[config.mk]
export PLATFORM = sky130hd
export DESIGN_NAME = dmot_core
export DESIGN_NICKNAME = d
export VERILOG_FILES = /design/src/rtl/dmot_pkg.sv /design/src/rtl/dmot_prefetch_queue.sv /design/src/rtl/dmot_core.sv
export VERILOG_INCLUDE_DIRS = /design/src /design/src/rtl
export SDC_FILE = /design/constraint.sdc
export NUM_CORES = 1
export LEC_CHECK = 0
export ABC_CLOCK_PERIOD_IN_PS = 6650
export BUFFER_PORTS_ARGS = -buffer_cell sky130_fd_sc_hd__buf_2
export CAP_MARGIN = 20
export CORE_AREA = 2 2 114 116
export DETAILED_ROUTE_END_ITERATION = 8
export DIE_AREA = 0 0 116 118
export PLACE_DENSITY = 0.78
export SLEW_MARGIN = 5
export SYNTH_ARGS = -nofsm -noshare
export SYNTH_HDL_FRONTEND = slang
export SYNTH_SLANG_ARGS = --single-unit
[constraint.sdc]
create_clock -name core_clk -period 6.65 [get_ports core_clk]
set_input_delay 0.665 -clock core_clk [delete_from_list [all_inputs] [get_ports core_clk]]
set_output_delay 0.665 -clock core_clk [all_outputs]
set_load 0.01 [all_outputs]
[src/rtl/dmot_consts.svh]
// constants for the data-move opcode timing block
// Summary of operation
// - in the first state of a halt after a read, outside powerdown or idle, the shared address/data lines float.
// - in the first state of a halt after anything else, those lines stay driven with junk.
// - during a halt all other control lines are inactive and the address is meaningless.
// - in powerdown or idle every address output is driven to zero.
// - the wide-bus build has a six-byte prefetch queue filled ahead of execution.
// - the narrow-bus build has a four-byte prefetch queue.
// - memory-touching opcodes may take one or two clocks over minimum from the handshake.
// - jump and call counts include fetching the next opcode at the target.
// - load segment register takes 2 clocks from a register, 9 or 13 from memory.
// - store segment register takes 2 clocks to a register, 11 or 15 to memory.
// - far-pointer load to data segment takes memory only and 18 or 26 clocks.
// - far-pointer load to extra segment takes memory only and 18 or 26 clocks.
// - flags-to-acc-high is one byte and takes 2 clocks on both builds.
// - acc-high-to-flags is one byte and takes 3 clocks on both builds.
// - table byte translate takes 11 clocks wide and 15 clocks narrow.
// - effective offset load takes 6 clocks and no memory access.
`ifndef DMOT_CONSTS_SVH
`define DMOT_CONSTS_SVH

`define DMOT_QDEPTH_WIDE 6
`define DMOT_QDEPTH_NARROW 4

`define DMOT_OP_SEG_LOAD 8'h8e
`define DMOT_OP_SEG_STORE 8'h8c
`define DMOT_OP_PTR_DS 8'hc5
`define DMOT_OP_PTR_ES 8'hc4
`define DMOT_OP_FLAGS_TO_AH 8'h9f
`define DMOT_OP_AH_TO_FLAGS 8'h9e
`define DMOT_OP_XLATE 8'hd7
`define DMOT_OP_EA_LOAD 8'h8d
`define DMOT_OP_CALL_NEAR 8'he8
`define DMOT_OP_JMP_NEAR 8'he9
`define DMOT_OP_JMP_SHORT 8'heb

`define DMOT_MOD_REG 2'h3
`define DMOT_MOD_HI 7
`define DMOT_MOD_LO 6

`define DMOT_CLK_REG_FORM 8'h02
`define DMOT_CLK_SEG_LOAD_W 8'h09
`define DMOT_CLK_SEG_LOAD_N 8'h0d
`define DMOT_CLK_SEG_STORE_W 8'h0b
`define DMOT_CLK_SEG_STORE_N 8'h0f
`define DMOT_CLK_PTR_W 8'h12
`define DMOT_CLK_PTR_N 8'h1a
`define DMOT_CLK_FLAGS_TO_AH 8'h02
`define DMOT_CLK_AH_TO_FLAGS 8'h03
`define DMOT_CLK_XLATE_W 8'h0b
`define DMOT_CLK_XLATE_N 8'h0f
`define DMOT_CLK_EA_LOAD 8'h06
`define DMOT_CLK_JUMP 8'h0e
`define DMOT_HS_MAX 2'h2

`define DMOT_AD_IDLE 16'h0000
`define DMOT_ADDR_IDLE 4'h0

`endif

[src/rtl/dmot_pkg.sv]
// types shared by the data-move opcode timing block
package dmot_pkg;

    // bus pins as seen from the core side and at the pins
    typedef struct packed {
        logic [15:0] ad;     // multiplexed address/data
        logic ad_oe_n;       // low while ad is driven
        logic [3:0] addr;    // upper address lines
        logic rd_n;          // read strobe
        logic wr_n;          // write strobe
        logic ale;           // address latch enable
    } dmot_bus_t;

    // decoder sequencing
    typedef enum logic [3:0] {
        DMOT_S_OPCODE = 4'h1,
        DMOT_S_MODRM = 4'h2,
        DMOT_S_EXEC = 4'h4,
        DMOT_S_TARGET = 4'h8
    } dmot_exec_state_t;

    // halt cycle sequencing on the pins
    typedef enum logic [2:0] {
        DMOT_H_RUN = 3'h1,
        DMOT_H_FIRST = 3'h2,
        DMOT_H_HALTED = 3'h4
    } dmot_halt_state_t;

    // one finished instruction
    typedef struct packed {
        logic [7:0] opcode;  // opcode that retired
        logic [7:0] clocks;  // clocks it took
        logic mem;           // it touched memory
    } dmot_retire_t;

endpackage

[src/rtl/dmot_prefetch_queue.sv]
// byte-wide prefetch queue in flip-flops
`timescale 1ns/1ps
`include "dmot_consts.svh"
module dmot_prefetch_queue #(
    parameter int DEPTH = `DMOT_QDEPTH_WIDE
) (
    input wire logic core_clk, // block clock
    input wire logic reset, // synchronous, active high
    input wire logic clk_en, // freezes state when low
    input wire logic flush, // drop everything held
    input wire logic [7:0] in_byte, // byte from the bus side
    input wire logic in_valid, // in_byte is offered
    output logic in_ready, // room for a byte
    output logic [7:0] out_byte, // oldest byte
    output logic out_valid, // a byte is held
    input wire logic out_ready, // consumer takes the byte
    output logic [$clog2(DEPTH+1)-1:0] level // bytes held
);
    localparam int PW = $clog2(DEPTH);
    localparam int LW = $clog2(DEPTH+1);
    logic [7:0] mem_q [DEPTH];
    logic [7:0] mem_d [DEPTH];
    logic [PW-1:0] rd_q, rd_d, wr_q, wr_d;
    logic [LW-1:0] cnt_q, cnt_d;
    logic push, pop;

    assign in_ready = (cnt_q != LW'(DEPTH)) && !flush;
    assign out_valid = (cnt_q != '0);
    assign out_byte = mem_q[rd_q];
    assign level = cnt_q;
    assign push = in_valid && in_ready;
    assign pop = out_valid && out_ready && !flush;

    // pointer wrap by compare, depth need not be a power of two
    always_comb begin
        mem_d = mem_q;
        rd_d = rd_q;
        wr_d = wr_q;
        cnt_d = cnt_q;
        if (flush) begin
            rd_d = '0;
            wr_d = '0;
            cnt_d = '0;
        end else begin
            if (push) begin
                mem_d[wr_q] = in_byte;
                wr_d = (wr_q == PW'(DEPTH-1)) ? '0 : wr_q + 1'b1;
            end
            if (pop) begin
                rd_d = (rd_q == PW'(DEPTH-1)) ? '0 : rd_q + 1'b1;
            end
            cnt_d = cnt_q + LW'(push) - LW'(pop);
        end
    end

    always_ff @(posedge core_clk) begin
        if (reset) begin
            rd_q <= '0;
            wr_q <= '0;
            cnt_q <= '0;
            mem_q <= '{default: 8'h00};
        end else if (clk_en) begin
            rd_q <= rd_d;
            wr_q <= wr_d;
            cnt_q <= cnt_d;
            mem_q <= mem_d;
        end
    end
endmodule // dmot_prefetch_queue

[src/rtl/dmot_core.sv]
// data-move opcode decoder, clock counter and halt/low-power pin control
`timescale 1ns/1ps
`include "dmot_consts.svh"
module dmot_core #(
    parameter bit WIDE_BUS = 1'b1, // 1: 16-bit bus build, 0: 8-bit
    parameter logic [7:0] JUMP_CLOCKS = `DMOT_CLK_JUMP // jump minimum
) (
    input wire logic core_clk, // 40 MHz block clock
    input wire logic reset, // synchronous, active high
    input wire logic clk_en, // freezes all state when low
    input wire logic [7:0] fetch_byte, // prefetched code byte
    input wire logic fetch_valid, // fetch_byte offered
    output logic fetch_ready, // queue has room
    input wire logic [1:0] hs_extra, // handshake slip, 0..2 clocks
    output logic retire_valid, // one-cycle pulse per instruction
    output dmot_pkg::dmot_retire_t retire, // retired opcode and clocks
    output logic illegal, // one-cycle pulse, unsupported form
    output logic target_flush, // pulse, queue emptied for a jump
    input wire logic halt_req, // core asks for a halt cycle
    input wire logic low_power, // powerdown or idle active
    input wire dmot_pkg::dmot_bus_t core_bus, // normal bus drive
    output dmot_pkg::dmot_bus_t pin_bus, // registered pin drive
    output logic [3:0] queue_level // bytes waiting in the queue
);
    import dmot_pkg::*;

    localparam int QDEPTH = WIDE_BUS ? `DMOT_QDEPTH_WIDE
                                     : `DMOT_QDEPTH_NARROW;
    localparam int LW = $clog2(QDEPTH+1);

    logic [7:0] q_byte;
    logic q_valid, q_pop, q_flush;
    logic [LW-1:0] q_level;

    // the bus front end fills this ahead of the decoder
    dmot_prefetch_queue #(.DEPTH(QDEPTH)) u_queue (
        .core_clk(core_clk),
        .reset(reset),
        .clk_en(clk_en),
        .flush(q_flush),
        .in_byte(fetch_byte),
        .in_valid(fetch_valid),
        .in_ready(fetch_ready),
        .out_byte(q_byte),
        .out_valid(q_valid),
        .out_ready(q_pop),
        .level(q_level)
    );
    assign queue_level = 4'(q_level);

    // class of the opcode at the head of the queue
    function automatic logic op_needs_modrm(input logic [7:0] op);
        return op == `DMOT_OP_SEG_LOAD || op == `DMOT_OP_SEG_STORE ||
               op == `DMOT_OP_PTR_DS || op == `DMOT_OP_PTR_ES ||
               op == `DMOT_OP_EA_LOAD;
    endfunction

    function automatic logic op_is_jump(input logic [7:0] op);
        return op == `DMOT_OP_CALL_NEAR || op == `DMOT_OP_JMP_NEAR ||
               op == `DMOT_OP_JMP_SHORT;
    endfunction

    function automatic logic op_single(input logic [7:0] op);
        return op == `DMOT_OP_FLAGS_TO_AH ||
               op == `DMOT_OP_AH_TO_FLAGS ||
               op == `DMOT_OP_XLATE;
    endfunction

    // minimum clocks, queue primed, no waits, aligned words
    function automatic logic [7:0] op_clocks(input logic [7:0] op,
                                             input logic mem);
        logic [7:0] c;
        c = `DMOT_CLK_REG_FORM;
        case (op)
            `DMOT_OP_SEG_LOAD: begin
                if (mem) c = WIDE_BUS ? `DMOT_CLK_SEG_LOAD_W
                                      : `DMOT_CLK_SEG_LOAD_N;
            end
            `DMOT_OP_SEG_STORE: begin
                if (mem) c = WIDE_BUS ? `DMOT_CLK_SEG_STORE_W
                                      : `DMOT_CLK_SEG_STORE_N;
            end
            `DMOT_OP_PTR_DS, `DMOT_OP_PTR_ES: begin
                c = WIDE_BUS ? `DMOT_CLK_PTR_W : `DMOT_CLK_PTR_N;
            end
            `DMOT_OP_FLAGS_TO_AH: c = `DMOT_CLK_FLAGS_TO_AH;
            `DMOT_OP_AH_TO_FLAGS: c = `DMOT_CLK_AH_TO_FLAGS;
            `DMOT_OP_XLATE: begin
                c = WIDE_BUS ? `DMOT_CLK_XLATE_W : `DMOT_CLK_XLATE_N;
            end
            `DMOT_OP_EA_LOAD: c = `DMOT_CLK_EA_LOAD;
            default: c = JUMP_CLOCKS;
        endcase
        return c;
    endfunction

    dmot_exec_state_t st_q, st_d;
    logic [7:0] op_q, op_d, elapsed_q, elapsed_d, total_q, total_d;
    logic mem_q, mem_d, jump_q, jump_d;
    logic retire_q, retire_d, illegal_q, illegal_d, flush_q, flush_d;
    dmot_retire_t ret_q, ret_d;
    logic [7:0] tot_now;
    logic mem_now;
    logic [1:0] slip;

    // slip beyond two clocks cannot happen, clamp it
    assign slip = (hs_extra > `DMOT_HS_MAX) ? `DMOT_HS_MAX : hs_extra;
    assign q_flush = flush_q;

    // decoder next state; elapsed counts clocks since opcode taken
    always_comb begin
        st_d = st_q;
        op_d = op_q;
        elapsed_d = elapsed_q + 8'h01;
        total_d = total_q;
        mem_d = mem_q;
        jump_d = jump_q;
        retire_d = 1'b0;
        illegal_d = 1'b0;
        flush_d = 1'b0;
        ret_d = ret_q;
        q_pop = 1'b0;
        mem_now = 1'b0;
        tot_now = 8'h00;
        unique case (st_q)
            DMOT_S_OPCODE: begin
                elapsed_d = 8'h01;
                if (q_valid) begin
                    q_pop = 1'b1;
                    op_d = q_byte;
                    mem_d = (q_byte == `DMOT_OP_XLATE);
                    jump_d = op_is_jump(q_byte);
                    tot_now = op_clocks(q_byte, mem_d) +
                              (mem_d ? 8'(slip) : 8'h00);
                    total_d = tot_now;
                    if (op_needs_modrm(q_byte)) begin
                        st_d = DMOT_S_MODRM;
                    end else if (op_single(q_byte) || jump_d) begin
                        st_d = DMOT_S_EXEC;
                    end else begin
                        illegal_d = 1'b1;
                    end
                end
            end
            DMOT_S_MODRM: begin
                if (q_valid) begin
                    q_pop = 1'b1;
                    mem_now = (q_byte[`DMOT_MOD_HI:`DMOT_MOD_LO]
                               != `DMOT_MOD_REG) &&
                              (op_q != `DMOT_OP_EA_LOAD);
                    mem_d = mem_now;
                    tot_now = op_clocks(op_q, mem_now) +
                              (mem_now ? 8'(slip) : 8'h00);
                    total_d = tot_now;
                    if ((op_q == `DMOT_OP_PTR_DS ||
                         op_q == `DMOT_OP_PTR_ES) &&
                        q_byte[`DMOT_MOD_HI:`DMOT_MOD_LO]
                        == `DMOT_MOD_REG) begin
                        illegal_d = 1'b1;
                        st_d = DMOT_S_OPCODE;
                    end else if (elapsed_q >= tot_now - 8'h01) begin
                        retire_d = 1'b1;
                        ret_d = '{opcode: op_q, clocks: elapsed_q + 8'h01,
                                  mem: mem_now};
                        st_d = DMOT_S_OPCODE;
                    end else begin
                        st_d = DMOT_S_EXEC;
                    end
                end
            end
            DMOT_S_EXEC: begin
                if (elapsed_q >= total_q - 8'h01) begin
                    if (jump_q) begin
                        flush_d = 1'b1;
                        st_d = DMOT_S_TARGET;
                    end else begin
                        retire_d = 1'b1;
                        ret_d = '{opcode: op_q, clocks: elapsed_q + 8'h01,
                                  mem: mem_q};
                        st_d = DMOT_S_OPCODE;
                    end
                end
            end
            DMOT_S_TARGET: begin
                // done only once the target opcode sits in the queue
                if (q_valid && !flush_q) begin
                    retire_d = 1'b1;
                    ret_d = '{opcode: op_q, clocks: elapsed_q,
                              mem: mem_q};
                    st_d = DMOT_S_OPCODE;
                end
            end
        endcase
    end

    always_ff @(posedge core_clk) begin
        if (reset) begin
            st_q <= DMOT_S_OPCODE;
            op_q <= 8'h00;
            elapsed_q <= 8'h00;
            total_q <= 8'h00;
            mem_q <= 1'b0;
            jump_q <= 1'b0;
            retire_q <= 1'b0;
            illegal_q <= 1'b0;
            flush_q <= 1'b0;
            ret_q <= '0;
        end else if (clk_en) begin
            st_q <= st_d;
            op_q <= op_d;
            elapsed_q <= elapsed_d;
            total_q <= total_d;
            mem_q <= mem_d;
            jump_q <= jump_d;
            retire_q <= retire_d;
            illegal_q <= illegal_d;
            flush_q <= flush_d;
            ret_q <= ret_d;
        end
    end
    assign retire_valid = retire_q;
    assign retire = ret_q;
    assign illegal = illegal_q;
    assign target_flush = flush_q;

    dmot_halt_state_t hs_q, hs_d;
    logic last_read_q, last_read_d;
    dmot_bus_t pin_q, pin_d;

    // halt and low-power override of the pins, registered on the way out
    always_comb begin
        hs_d = hs_q;
        last_read_d = last_read_q;
        pin_d = core_bus;
        if (hs_q == DMOT_H_RUN && !core_bus.rd_n) last_read_d = 1'b1;
        if (hs_q == DMOT_H_RUN && !core_bus.wr_n) last_read_d = 1'b0;
        unique case (hs_q)
            DMOT_H_RUN: if (halt_req) hs_d = DMOT_H_FIRST;
            DMOT_H_FIRST: hs_d = halt_req ? DMOT_H_HALTED : DMOT_H_RUN;
            DMOT_H_HALTED: if (!halt_req) hs_d = DMOT_H_RUN;
        endcase
        if (hs_d != DMOT_H_RUN) begin
            pin_d.rd_n = 1'b1;
            pin_d.wr_n = 1'b1;
            pin_d.ale = 1'b0;
            pin_d.ad = pin_q.ad; // stale, so carries no valid data
            pin_d.addr = pin_q.addr;
            // float after a read so the memory can get off the bus
            pin_d.ad_oe_n = (hs_d == DMOT_H_FIRST) ? last_read_d
                                                   : 1'b1;
        end
        if (low_power) begin
            pin_d.ad = `DMOT_AD_IDLE;
            pin_d.addr = `DMOT_ADDR_IDLE;
            pin_d.ad_oe_n = 1'b0;
            pin_d.rd_n = 1'b1;
            pin_d.wr_n = 1'b1;
            pin_d.ale = 1'b0;
        end
    end

    always_ff @(posedge core_clk) begin
        if (reset) begin
            hs_q <= DMOT_H_RUN;
            last_read_q <= 1'b0;
            pin_q <= '{ad: 16'h0000, ad_oe_n: 1'b1, addr: 4'h0,
                       rd_n: 1'b1, wr_n: 1'b1, ale: 1'b0};
        end else if (clk_en) begin
            hs_q <= hs_d;
            last_read_q <= last_read_d;
            pin_q <= pin_d;
        end
    end
    assign pin_bus = pin_q;

    // checks
    logic take_op;
    assign take_op = clk_en && st_q == DMOT_S_OPCODE && q_valid;

    property p_float_after_read;
        @(posedge core_clk) disable iff (reset)
        clk_en && hs_q == DMOT_H_RUN && halt_req && last_read_d && !low_power
        |=> pin_bus.ad_oe_n;
    endproperty
    a_float_after_read: assert property (p_float_after_read)
        else $error("ad lines driven in first halt state after read");

    property p_drive_no_read;
        @(posedge core_clk) disable iff (reset)
        clk_en && hs_q == DMOT_H_RUN && halt_req && !last_read_d
        |=> !pin_bus.ad_oe_n;
    endproperty
    a_drive_no_read: assert property (p_drive_no_read)
        else $error("ad lines floated in first halt state without read");

    property p_ctrl_idle;
        @(posedge core_clk) disable iff (reset)
        clk_en && hs_d != DMOT_H_RUN
        |=> pin_bus.rd_n && pin_bus.wr_n && !pin_bus.ale;
    endproperty
    a_ctrl_idle: assert property (p_ctrl_idle)
        else $error("control line active during halt");

    property p_low_power_zero;
        @(posedge core_clk) disable iff (reset)
        clk_en && low_power |=> pin_bus.addr == 4'h0 && pin_bus.ad == 16'h0;
    endproperty
    a_low_power_zero: assert property (p_low_power_zero)
        else $error("address not zero in low-power mode");

    property p_queue_depth;
        @(posedge core_clk) disable iff (reset)
        q_level == LW'(QDEPTH) |-> !fetch_ready;
    endproperty
    a_queue_depth: assert property (p_queue_depth)
        else $error("queue accepts a byte beyond its depth");

    property p_flags_to_ah;
        @(posedge core_clk) disable iff (reset)
        take_op && q_byte == 8'h9f ##1 clk_en ##1 clk_en
        |-> retire_valid && retire.clocks == 8'h02;
    endproperty
    a_flags_to_ah: assert property (p_flags_to_ah)
        else $error("flags-to-acc-high did not retire in 2 clocks");

    property p_ah_to_flags;
        @(posedge core_clk) disable iff (reset)
        take_op && q_byte == 8'h9e ##1 clk_en [*3]
        |-> retire_valid && retire.clocks == 8'h03;
    endproperty
    a_ah_to_flags: assert property (p_ah_to_flags)
        else $error("acc-high-to-flags did not retire in 3 clocks");

    property p_ptr_reg_illegal;
        @(posedge core_clk) disable iff (reset)
        clk_en && st_q == DMOT_S_MODRM && q_valid &&
        (op_q == 8'hc5 || op_q == 8'hc4) && q_byte[7:6] == 2'h3
        |=> illegal && !retire_valid;
    endproperty
    a_ptr_reg_illegal: assert property (p_ptr_reg_illegal)
        else $error("far-pointer load with register form not refused");

    property p_ea_no_mem;
        @(posedge core_clk) disable iff (reset)
        retire_valid && retire.opcode == 8'h8d
        |-> !retire.mem && retire.clocks == 8'h06;
    endproperty
    a_ea_no_mem: assert property (p_ea_no_mem)
        else $error("effective offset load wrong count or touched memory");

    property p_min_count;
        @(posedge core_clk) disable iff (reset)
        retire_valid && retire.opcode == 8'h8e && retire.mem
        |-> retire.clocks >= (WIDE_BUS ? 8'h09 : 8'h0d) &&
            retire.clocks <= (WIDE_BUS ? 8'h0b : 8'h0f);
    endproperty
    a_min_count: assert property (p_min_count)
        else $error("segment load from memory count out of range");
endmodule // dmot_core

* After elaboration in Yosys (flattened, before gate mapping) *
Cells that the tools add are included.

operators by class
  add/subtract/negate cells = 9
  $lt $le $gt $ge = 6
  equal/unequal tests = 43
  muxes and demuxes = 75
  bitwise gates (word level) = 3
  reduce and logical (&&, ||, !) cells = 40

operator list
  kind                                              number
  == test 8 bit, second input constant              19
  two-way mux 17 bit                                6
  two-way mux 8 bit                                 10
  one-hot mux 8 bit (7 select lines)                1
  one-hot mux 17 bit (3 select lines)               1
  bitwise mux 48 bit                                1
  two-way mux 24 bit                                2
  two-way mux 3 bit                                 12
  two-way mux 4 bit                                 9
  one-hot mux 5 bit (5 select lines)                1
  binary-select mux 8 bit (select 3 bit)            1
  demux 8 bit (select 3 bit)                        1
  two-way mux 1 bit                                 21
  != test 2 bit, second input constant              9
  adder 8 x 2 -> 8 bit                              2
  greater-or-equal comparator 8 bit                 2
  one-hot mux 4 bit (4 select lines)                1
  one-hot mux 8 bit (2 select lines)                1
  subtractor 8 x 1 -> 8 bit, second input constant  2
  logical AND 1 bit                                 10
  logical OR 1 bit                                  10
  == test 3 bit, second input constant              3
  one-hot mux 3 bit (3 select lines)                1
  adder 8 x 1 -> 8 bit, second input constant       1
  31 further kinds                                  49

storage, ports and cells
  register bits after elaboration = 135

* Depth between registers and ports, before layout *
Gate-level depths: netlist of the first run.

  depth after elaboration = 17
  depth in mapped cells = 23
  gate-level depth less buffers = 20

* Cells and area by module *
A second synthesis of the first run with hierarchy kept.

second synthesis, totals
  cell total of the unflattened synthesis = 823
  area, all modules = 7103.1 sq um

modules (own cells, without submodules)
  module               instances  cells an instance  area an instance (sq um)  sequential area each (sq um)
  dmot_core            1          556                4381.7                    1521.5
  dmot_prefetch_queue  1          267                2721.4                    1141.1

* Least setup slack after synthesis of the first run *
OpenSTA, ideal clock, no wires.

  path type = flip-flop to flip-flop
  start point = reg u_queue.rd_q[1]
  end point = reg ret_q (netlist bit retire[2])
  arrival = 4.483 ns
  path slack = 2.025 ns
  cell stages (with the launch flop) = 24
  path buffers = 3
  path through = dfxtp_1 -> buf_4 -> mux2i_1 -> mux2i_1 -> o221a_2 -> nor2_1 -> a21oi_1 -> o32ai_1 -> ha_1 -> inv_1 -> fa_1 -> xnor2_1 -> nor3b_1 -> nand3_1 -> ha_1 -> a21o_1 -> a21o_1 -> a21oi_1 -> o21ai_0 -> a31o_2 -> clkbuf_1 -> clkbuf_1 -> a21oi_1 -> a311oi_1

on the way
  longest elaborated chain between the ends = 15
  elaborated cells on any way between the ends = 20
  classes of those cells = add/sub: 2; order compare: 1; eq/ne: 4; mux: 9; bitwise: 1; reduce/logical: 3

ends and longest elaborated chain
  element                                                  line                              source
  start, declared                                          dmot_prefetch_queue.sv:23         logic [PW-1:0] rd_q, rd_d, wr_q, wr_d;
  start signal, assigned                                   dmot_prefetch_queue.sv:63         rd_q <= rd_d;
  inverter 3 -> 4 bit (not written as such) *              dmot_prefetch_queue.sv:29         assign out_byte = mem_q[rd_q];
  binary-select mux 8 bit (select 3 bit) *                 dmot_prefetch_queue.sv:29
  two-way mux 8 bit (not written as such) * (2 in series)  dmot_prefetch_queue.sv:29
  != test 2 bit (no line)                                  -
  logical AND 1 bit                                        dmot_core.sv:148                  mem_now = (q_byte[`DMOT_MOD_HI:`DMOT_MOD_LO]
  two-way mux 4 bit, on equally long branches              dmot_core.sv:80, dmot_core.sv:76
  one-hot mux 8 bit (7 select lines)                       dmot_core.sv:74                   case (op)
  two-way mux 8 bit                                        dmot_core.sv:146                  if (q_valid) begin
  two-way mux 8 bit                                        dmot_core.sv:125                  unique case (st_q)
  adder 8 x 2 -> 8 bit                                     dmot_core.sv:152                  tot_now = op_clocks(op_q, mem_now) +
  subtractor 8 x 1 -> 8 bit                                dmot_core.sv:161                  end else if (elapsed_q >= tot_now - 8'h01) begin
  greater-or-equal comparator 8 bit                        dmot_core.sv:161
  != test 2 bit (no line)                                  -
  AND reduction 8 bit (no line) *                          -
  end signal, assigned                                     dmot_core.sv:218                  ret_q <= ret_d;
  end, declared                                            dmot_core.sv:101                  dmot_retire_t ret_q, ret_d;

Every way passes the cells marked *; elsewhere a longest branch is shown, timed or not. The select of a mux whose other input is x is not followed.
A chain may end at the register's enable or synchronous reset.

* Worst setup path in the final report of the first run *
  start point = reg u_queue.rd_q[1]
  end point = reg ret_q (netlist bit retire[14])

The elaborated chain is that of the path after synthesis.

==> results.ini, run 1 <==
[status]
status = complete, no violations

[drt]
vias = 6134
drc = 0
viasPerCell = 5.75
routed_wl_mm = 16.5
routedWlPerCell_um = 15.4
ant_nets = 0
detail_route.first_pass.iterations = 5
drt_first_iter_violations = 462

[cells_and_area]
area_growth_syn_to_layout_pct = 15.8
drive_above_1_share_pct = 17.2
nets = 948
antenna_cells = 0
stdcell_count = 1066

[min_path]
hp-class = flop to flop
hold_end = illegal
hold_start = illegal
min_path_cells = 2

[yosys]
async_flop_share_pct = 0
yosysMostFrequentCell = nor2_1
synth.top_cell.area_share_pct = 37.9
synth_xor_area_share_pct = 2.49
netlist_top_cells_area = dfxtp_1, mux2i_1, nor2_1, ha_1, a21oi_1
synth_edf_count = 0
postSynthAreaPerCell_sq_um = 8.53
synth_ff_type = dfxtp_1
synth_mux_area_share_pct = 11.7
synthesis.area_sq_um = 7020
synth_top_family_by_area = simple AND/OR/NAND/NOR gates
synthAdderAreaFrac_pct = 5.02
ys_types = 71
synthSimpleGateAreaFrac_pct = 20.4
synth_area_leader_cell = dfxtp_1
synth_fp_nets = 890
synth_compound_area_share_pct = 17.3
synth_common_cells = nor2_1, dfxtp_1, mux2i_1
yosysWarnings = 0
synth_seq_cells = 133
yosysSeqAreaShare_pct = 37.9
syn_inst = 823

[critical_path]
crit_arrival_ps = 5770
worstSetupPathType = flop to flop
r2r-start = u_queue.rd_q[1]
r2r-end = retire[14]
crit_required_ps = 7000
start_kind = flop
crit_family = compound AO/OA/AOI/OAI gates
cp_max_fo = 25
rrSetupSlack_ps = 1230
cpPeakStageDelay_ps = 590
path_cells = clkbuf_16 > nand2b_1 > nor2_1 > o221a_2 > o21ba_2 > and3_1 > ha_1 > inv_1 > fa_1 > xnor2_1 > nor3b_1 > nand3_1 > ha_1 > a21o_1 > a21o_1 > a21oi_1 > o21ai_0 > a31oi_1 > o21ai_0 > a21oi_1
cp-end-kind = flop
critPathBufInv = 2
slowest_stage = a31oi_1
r2r_cells = 20

[floorplan]
start_util_pct = 56.6
die_y_um = 118
num_rows = 41
die_x_um = 116
core_sq_um = 12400
io_pins = 89
die_area_sq_um = 13700

[sta]
setup_tns_ps = 0
relSlewSlack_pct = 38.0
worst_slew_pin_slew_ps = 925
maxSlewViolCount = 0
setup_viol = 0
finalHoldViolCount = 0
max_clock_freq_ghz = 0.185
skew_ps = 13.9
period_share_pct = 81.5
period_minus_slack_ps = 5420
rsz0062_at_grt = no

[place]
portBuffers = 87
gp_congestion = 0.892
dp_cells = 1032
dp_hpwl_mm = 11.4

[power]
p_clk_share_pct = 41.8
p_int_uw = 1670
pwr-share-comb_pct = 19.2
switching_power_uw = 671
p_sw_share_pct = 28.7
cellPowerDensity_nw_per_um2 = 288
ir_drop_mv = 0.292
p_seq_share_pct = 39.0
p_leak_uw = 0.00339

[clock_tree]
cts_tree = yes
cts_setup_buffers = 0
insertion_delay_ps = 430
clockBufferDepth = 2
post_cts_resized = 0
path_clk_slew_ps = 60
holdBufCountCts = 0
clock-sinks = 133
cts_buffers = 17
cts_root_buf = clkbuf_16
cts_htree_levels = 4

[global_route]
antenna_found_initial = 0
grt_max_degree = 86
grt_pass1_vias = 5688
grt_usage_pct = 25.0
grt_pass1_wl_mm = 27.6
overflow = 0

[job]
drv_cap = 0

## metal layers
metal	share of wire [%]	GRT usage, %	up-vias
met4	1.9	9.90	0
met2	48	39.8	163
li1	-	-	3057
met3	4.9	5.87	33
met5	0	0	-
met1	45	32.4	2881
## worst max path at each step
stage / start / to / cells after the start
after floorplan: u_queue.rd_q[1] / retire[2] / 23
after global placement: u_queue.rd_q[1] / retire[10] / 20
after detailed placement: u_queue.rd_q[1] / retire[11] / 20
after CTS: u_queue.rd_q[1] / retire[9] / 19
after global routing: u_queue.rd_q[1] / retire[12] / 21
final: u_queue.rd_q[1] / retire[14] / 20
## flip-flops by register name, indices dropped and copies added (netlist names)
signal / count
u_queue.mem_q: 48
pin_bus: 24
retire: 17
elapsed_q: 8
op_q: 8
total_q: 6
st_q: 4
hs_q: 3
u_queue.level: 3
u_queue.rd_q: 3
u_queue.wr_q: 3
illegal: 1
jump_q: 1
last_read_q: 1
mem_q: 1
retire_valid: 1
target_flush: 1
## cell type report
class	instances	area [sq um]
fill	1091	4280
multi-input combinational	606	4010
inverter	27	101
timing repair buffer	96	523
sequential	133	2660
tap	172	215
clock buffer	22	474
clock inverter	10	145
## power groups by stage
stage               sequential, uW  clock (uW)  combinational [uW]
finish                         912         977                 449
global route                   921        1030                 518
CTS                            917         989                 439
detailed placement             934           0                 435
global placement               933           0                 425
floorplan                      899           0                 373
## worst reg2reg max path: stages, from the launching register on
cell       delay (ps)
dfxtp_1           500
clkbuf_16         270
nand2b_1          330
nor2_1            110
o221a_2           360
o21ba_2           300
and3_1            180
ha_1              170
inv_1              60
fa_1              400
xnor2_1           210
nor3b_1           410
nand3_1           130
ha_1              320
a21o_1            180
a21o_1            160
a21oi_1           120
o21ai_0           210
a31oi_1           590
o21ai_0           180
a21oi_1           170
## cell families (layout without fill, tap and decap cells)
family                     after synthesis  in the layout
buffers and inverters                   84            155
DFF                                    133            133
other                                    1              1
and+or+nand+nor                        299            299
adders and majority gates               27             27
AOI/OAI and AO/OA                      180            180
muxes                                   79             79
xor gates and xnor gates                20             20
## metrics by stage
| stage | cell area [sq um] | setup slack, ps | utilization [%] | total power (uW) | hold slack (ps) |
|---|---|---|---|---|---|
| detailed placement | 7480 | 849 | 60.2 | 1370 | 452 |
| finish | 8130 | 1230 | 65.5 | 2340 | 459 |
| CTS | 8100 | 825 | 65.2 | 2340 | 461 |
| floorplan | 7020 | 2020 | - | 1270 | 445 |
| global placement | 7480 | 1000 | 60.2 | 1360 | 451 |
| global route | 8130 | 719 | 65.5 | 2470 | 485 |
## placed cells by master (no fill, tap or decap), drive strengths merged, types with 14 or more instances in the layout
cell	netlist	final
buf	12	95
dfxtp	133	133
nor3	26	26
nand3	30	30
clkbuf	45	23
ha	25	25
mux2i	75	75
a22oi	25	25
xnor2	14	14
inv	27	29
a21oi	51	51
o21ai	29	29
a211oi	15	15
nand2	38	38
nor2	138	138
Note: power is estimated with default switching activity, not from simulation.
==> inputs of run 2 (changes only) <==
--- a/config.mk
+++ b/config.mk
@@ -6,12 +6,13 @@
 export SDC_FILE = /design/constraint.sdc
 export NUM_CORES = 1
 export LEC_CHECK = 0
-export ABC_CLOCK_PERIOD_IN_PS = 6650
+export ABC_AREA = 1
+export ABC_CLOCK_PERIOD_IN_PS = 5400
 export BUFFER_PORTS_ARGS = -buffer_cell sky130_fd_sc_hd__buf_2
 export CAP_MARGIN = 20
-export CORE_AREA = 2 2 114 116
+export CORE_AREA = 2 2 113 115
 export DETAILED_ROUTE_END_ITERATION = 8
-export DIE_AREA = 0 0 116 118
+export DIE_AREA = 0 0 115 117
 export PLACE_DENSITY = 0.78
 export SLEW_MARGIN = 5
 export SYNTH_ARGS = -nofsm -noshare
==> constraint.sdc (replaced) <==
create_clock -name core_clk -period 5.4 [get_ports core_clk]
set_input_delay 0.54 -clock core_clk [delete_from_list [all_inputs] [get_ports core_clk]]
set_output_delay 0.54 -clock core_clk [all_outputs]
set_load 0.01 [all_outputs]
==> run 2 against run 1 <==
Worst setup slack got worse by 580 ps. Register-to-register slack got worse by 580 ps. Synthesized cell count rose by 21%. Critical endpoint is now retire[12]. Non-clock buffer count fell by 1. Via count rose by 7.5%.
==> results.ini, run 2 <==
[cells_and_area]
largest_register_ff_count = 48  ; unchanged
drive_above_1_share_pct = 15.7  ; -1.6 points
nets = 1140  ; +20%
final_common_cell = nand2_1
antenna_cells = 0  ; unchanged
fillers = 1116  ; +2.3%
area_growth_syn_to_layout_pct = 15.7  ; about the same
final_cell_mix = nand2_1, nor2_1, dfxtp_1
top_register = u_queue.mem_q
final_cell_area_sq_um = 8020  ; -1.4%

[critical_path]
cp_max_fo = 11  ; -56%
worst_path_most_repeated_cell = inv_1
worstSetupPathType = flop to flop
cp-end-kind = flop
slowest_stage = dfxtp_1
crit_arrival_ps = 5100  ; -670 ps
crit_required_ps = 5750  ; -1250 ps
start_kind = flop
cpPeakStageDelay_ps = 540  ; -50 ps

[yosys]
syn_inst = 998  ; +21%
synth.top_cell.area_share_pct = 38.4  ; +0.51 points
synth_seq_cells = 133  ; unchanged
async_flop_share_pct = 0  ; unchanged
yosysWarnings = 0  ; unchanged
yosysMostFrequentCell = nand2_1
synth_ff_type = dfxtp_1
netlist_top_cells_area = dfxtp_1, nand2_1, nor2_1, o21ai_0, a21oi_1
ys_types = 48  ; -32%
synth_fp_nets = 1065  ; +20%
postSynthAreaPerCell_sq_um = 6.95  ; -19%
synth_common_cells = nand2_1, nor2_1, dfxtp_1
synth_area_leader_cell = dfxtp_1
synthesis.area_sq_um = 6930  ; -1.3%
yosysSeqAreaShare_pct = 38.4  ; +0.51 points
synth_edf_count = 0  ; unchanged

[clock_tree]
path_clk_slew_ps = 60  ; about the same
cts_setup_buffers = 0  ; unchanged
clock-sinks = 133  ; unchanged
insertion_delay_ps = 420  ; about the same
cts_htree_levels = 4  ; unchanged
clockBufferDepth = 2  ; unchanged
post_cts_resized = 0  ; unchanged
holdBufCountCts = 0  ; unchanged
cts_tree = yes
cts_buffers = 17  ; unchanged
cts_root_buf = clkbuf_16

[floorplan]
die_y_um = 117  ; -0.85%
core_sq_um = 12300  ; -0.83%
start_util_pct = 56.3  ; -0.28 points
die_area_sq_um = 13500  ; -1.7%
io_pins = 89  ; unchanged
die_x_um = 115  ; -0.86%
num_rows = 41  ; unchanged

[sta]
relSlewSlack_pct = 31.6  ; -6.4 points
finalHoldViolCount = 0  ; unchanged
max_clock_freq_ghz = 0.210  ; +14%
skew_ps = 5.66  ; -8.27 ps
period_minus_slack_ps = 4750  ; -668 ps
period_share_pct = 88.0  ; +6.5 points
setup_viol = 0  ; unchanged
setup_tns_ps = 0  ; unchanged
maxSlewViolCount = 0  ; unchanged
rsz0062_at_grt = no
worst_slew_pin_slew_ps = 1020  ; +93.0 ps

[place]
gp_congestion = 0.858  ; -3.8%
portBuffers = 87  ; unchanged
placed_cell_area_sq_um = 7400  ; -1.1%
dp_hpwl_mm = 11.2  ; -1.1%

[power]
p_seq_share_pct = 35.9  ; -3.1 points
p_sw_share_pct = 32.2  ; +3.5 points
switching_power_uw = 1010  ; +50%
p_leak_uw = 0.00378  ; +11%
ir_drop_mv = 0.228  ; -22%
cellPowerDensity_nw_per_um2 = 390  ; +36%
pwr-share-comb_pct = 25.7  ; +6.5 points
p_clk_share_pct = 38.3  ; -3.5 points
p_int_uw = 2120  ; +27%

[global_route]
grt_max_degree = 65  ; -24%
grt_usage_pct = 25.9  ; +0.98 points
grt_pass1_wl_mm = 27.9  ; +1.2%
overflow = 0  ; unchanged
antenna_found_initial = 0  ; unchanged
grt_pass1_vias = 6102  ; +7.3%

[drt]
routedWlPerCell_um = 13.5  ; -13%
viasPerCell = 5.34  ; -7.2%
detail_route.first_pass.iterations = 5  ; unchanged
vias = 6594  ; +7.5%
drt_first_iter_violations = 487  ; +5.4%
routed_wl_mm = 16.7  ; +1.3%
drc = 0  ; unchanged
ant_nets = 0  ; unchanged

[job]
drv_cap = 0  ; unchanged

[min_path]
hp-class = primary input to flop

[status]
status = complete, no violations

## run 2: changes by cell type after synthesis, sizes merged, moves of 23 or more
cell,delta
nor2,+23
inv,+88
o21ai,+80
a22oi,-25
a21oi,+45
nand2,+172
mux2i,-75
## run 2: cell type report
type / count / area, sq um / area share, %
inverters: 117 / 444 / 5.54
clock buffers: 23 / 498 / 6.21
multi-input cells: 709 / 3610 / 45.0
repair buffers: 95 / 495 / 6.18
flip-flops and latches: 133 / 2660 / 33.2
well taps: 150 / 188 / 2.34
clock inverters: 8 / 121 / 1.51
## run 2: worst max-delay path, delay by kind of cell, from the launching register on
kind | cells | cell delay, ps
and+or+nand+nor | 13 | 1320
adders and majority gates | 3 | 870
AOI/OAI and AO/OA | 6 | 660
xor gates and xnor gates | 2 | 380
DFF | 1 | 540
buffers and inverters | 7 | 920
## run 2: kinds of logic after synthesis
family	synth area share, %
AND/OR/NAND/NOR	27.4
XOR/XNOR	2.02
AO/OA/AOI/OAI	17.4
other	0.0541
flip-flops	38.4
buffers and inverters	9.60
adder cells (fa/ha/maj)	5.09
## run 2: through the flow
step | setup WS, ps | power [uW] | std cells | util (%) | hold WS, ps
floorplan | 1390 | 1780 | 998 | - | 429
global placement | 900 | 1920 | 1204 | 60.1 | 443
detailed placement | 753 | 1930 | 1204 | 60.1 | 448
CTS | 700 | 3140 | 1235 | 65.1 | 351
global route | 87.4 | 3330 | 1235 | 65.1 | 362
finish | 649 | 3130 | 1235 | 65.1 | 362
## run 2: power by group through the flow
stage	Sequential (uW)	Clock [uW]	Combinational, uW
final	1120	1200	805
after floorplan	1130	0	649
after CTS	1120	1210	804
after global placement	1140	0	783
after detailed placement	1140	0	790
after global routing	1130	1260	934
## run 2: final timing paths
check,cells after the start,slack [ps],start,endpoint
worst max-delay path,31,650,u_queue.rd_q[1],retire[12]
worst min-delay path,3,360,core_bus[9],pin_bus[9]
worst max register to register,31,650,u_queue.rd_q[1],retire[12]
worst min register to register,2,450,u_queue.mem_q[36],u_queue.mem_q[36]
## run 2: per-layer routing
layer / GRT usage, % / part of all wire (%)
met1: 34.1 / 47
met2: 42.2 / 46
met3: 5.66 / 5.0
met4: 9.40 / 2.0
met5: 0 / 0
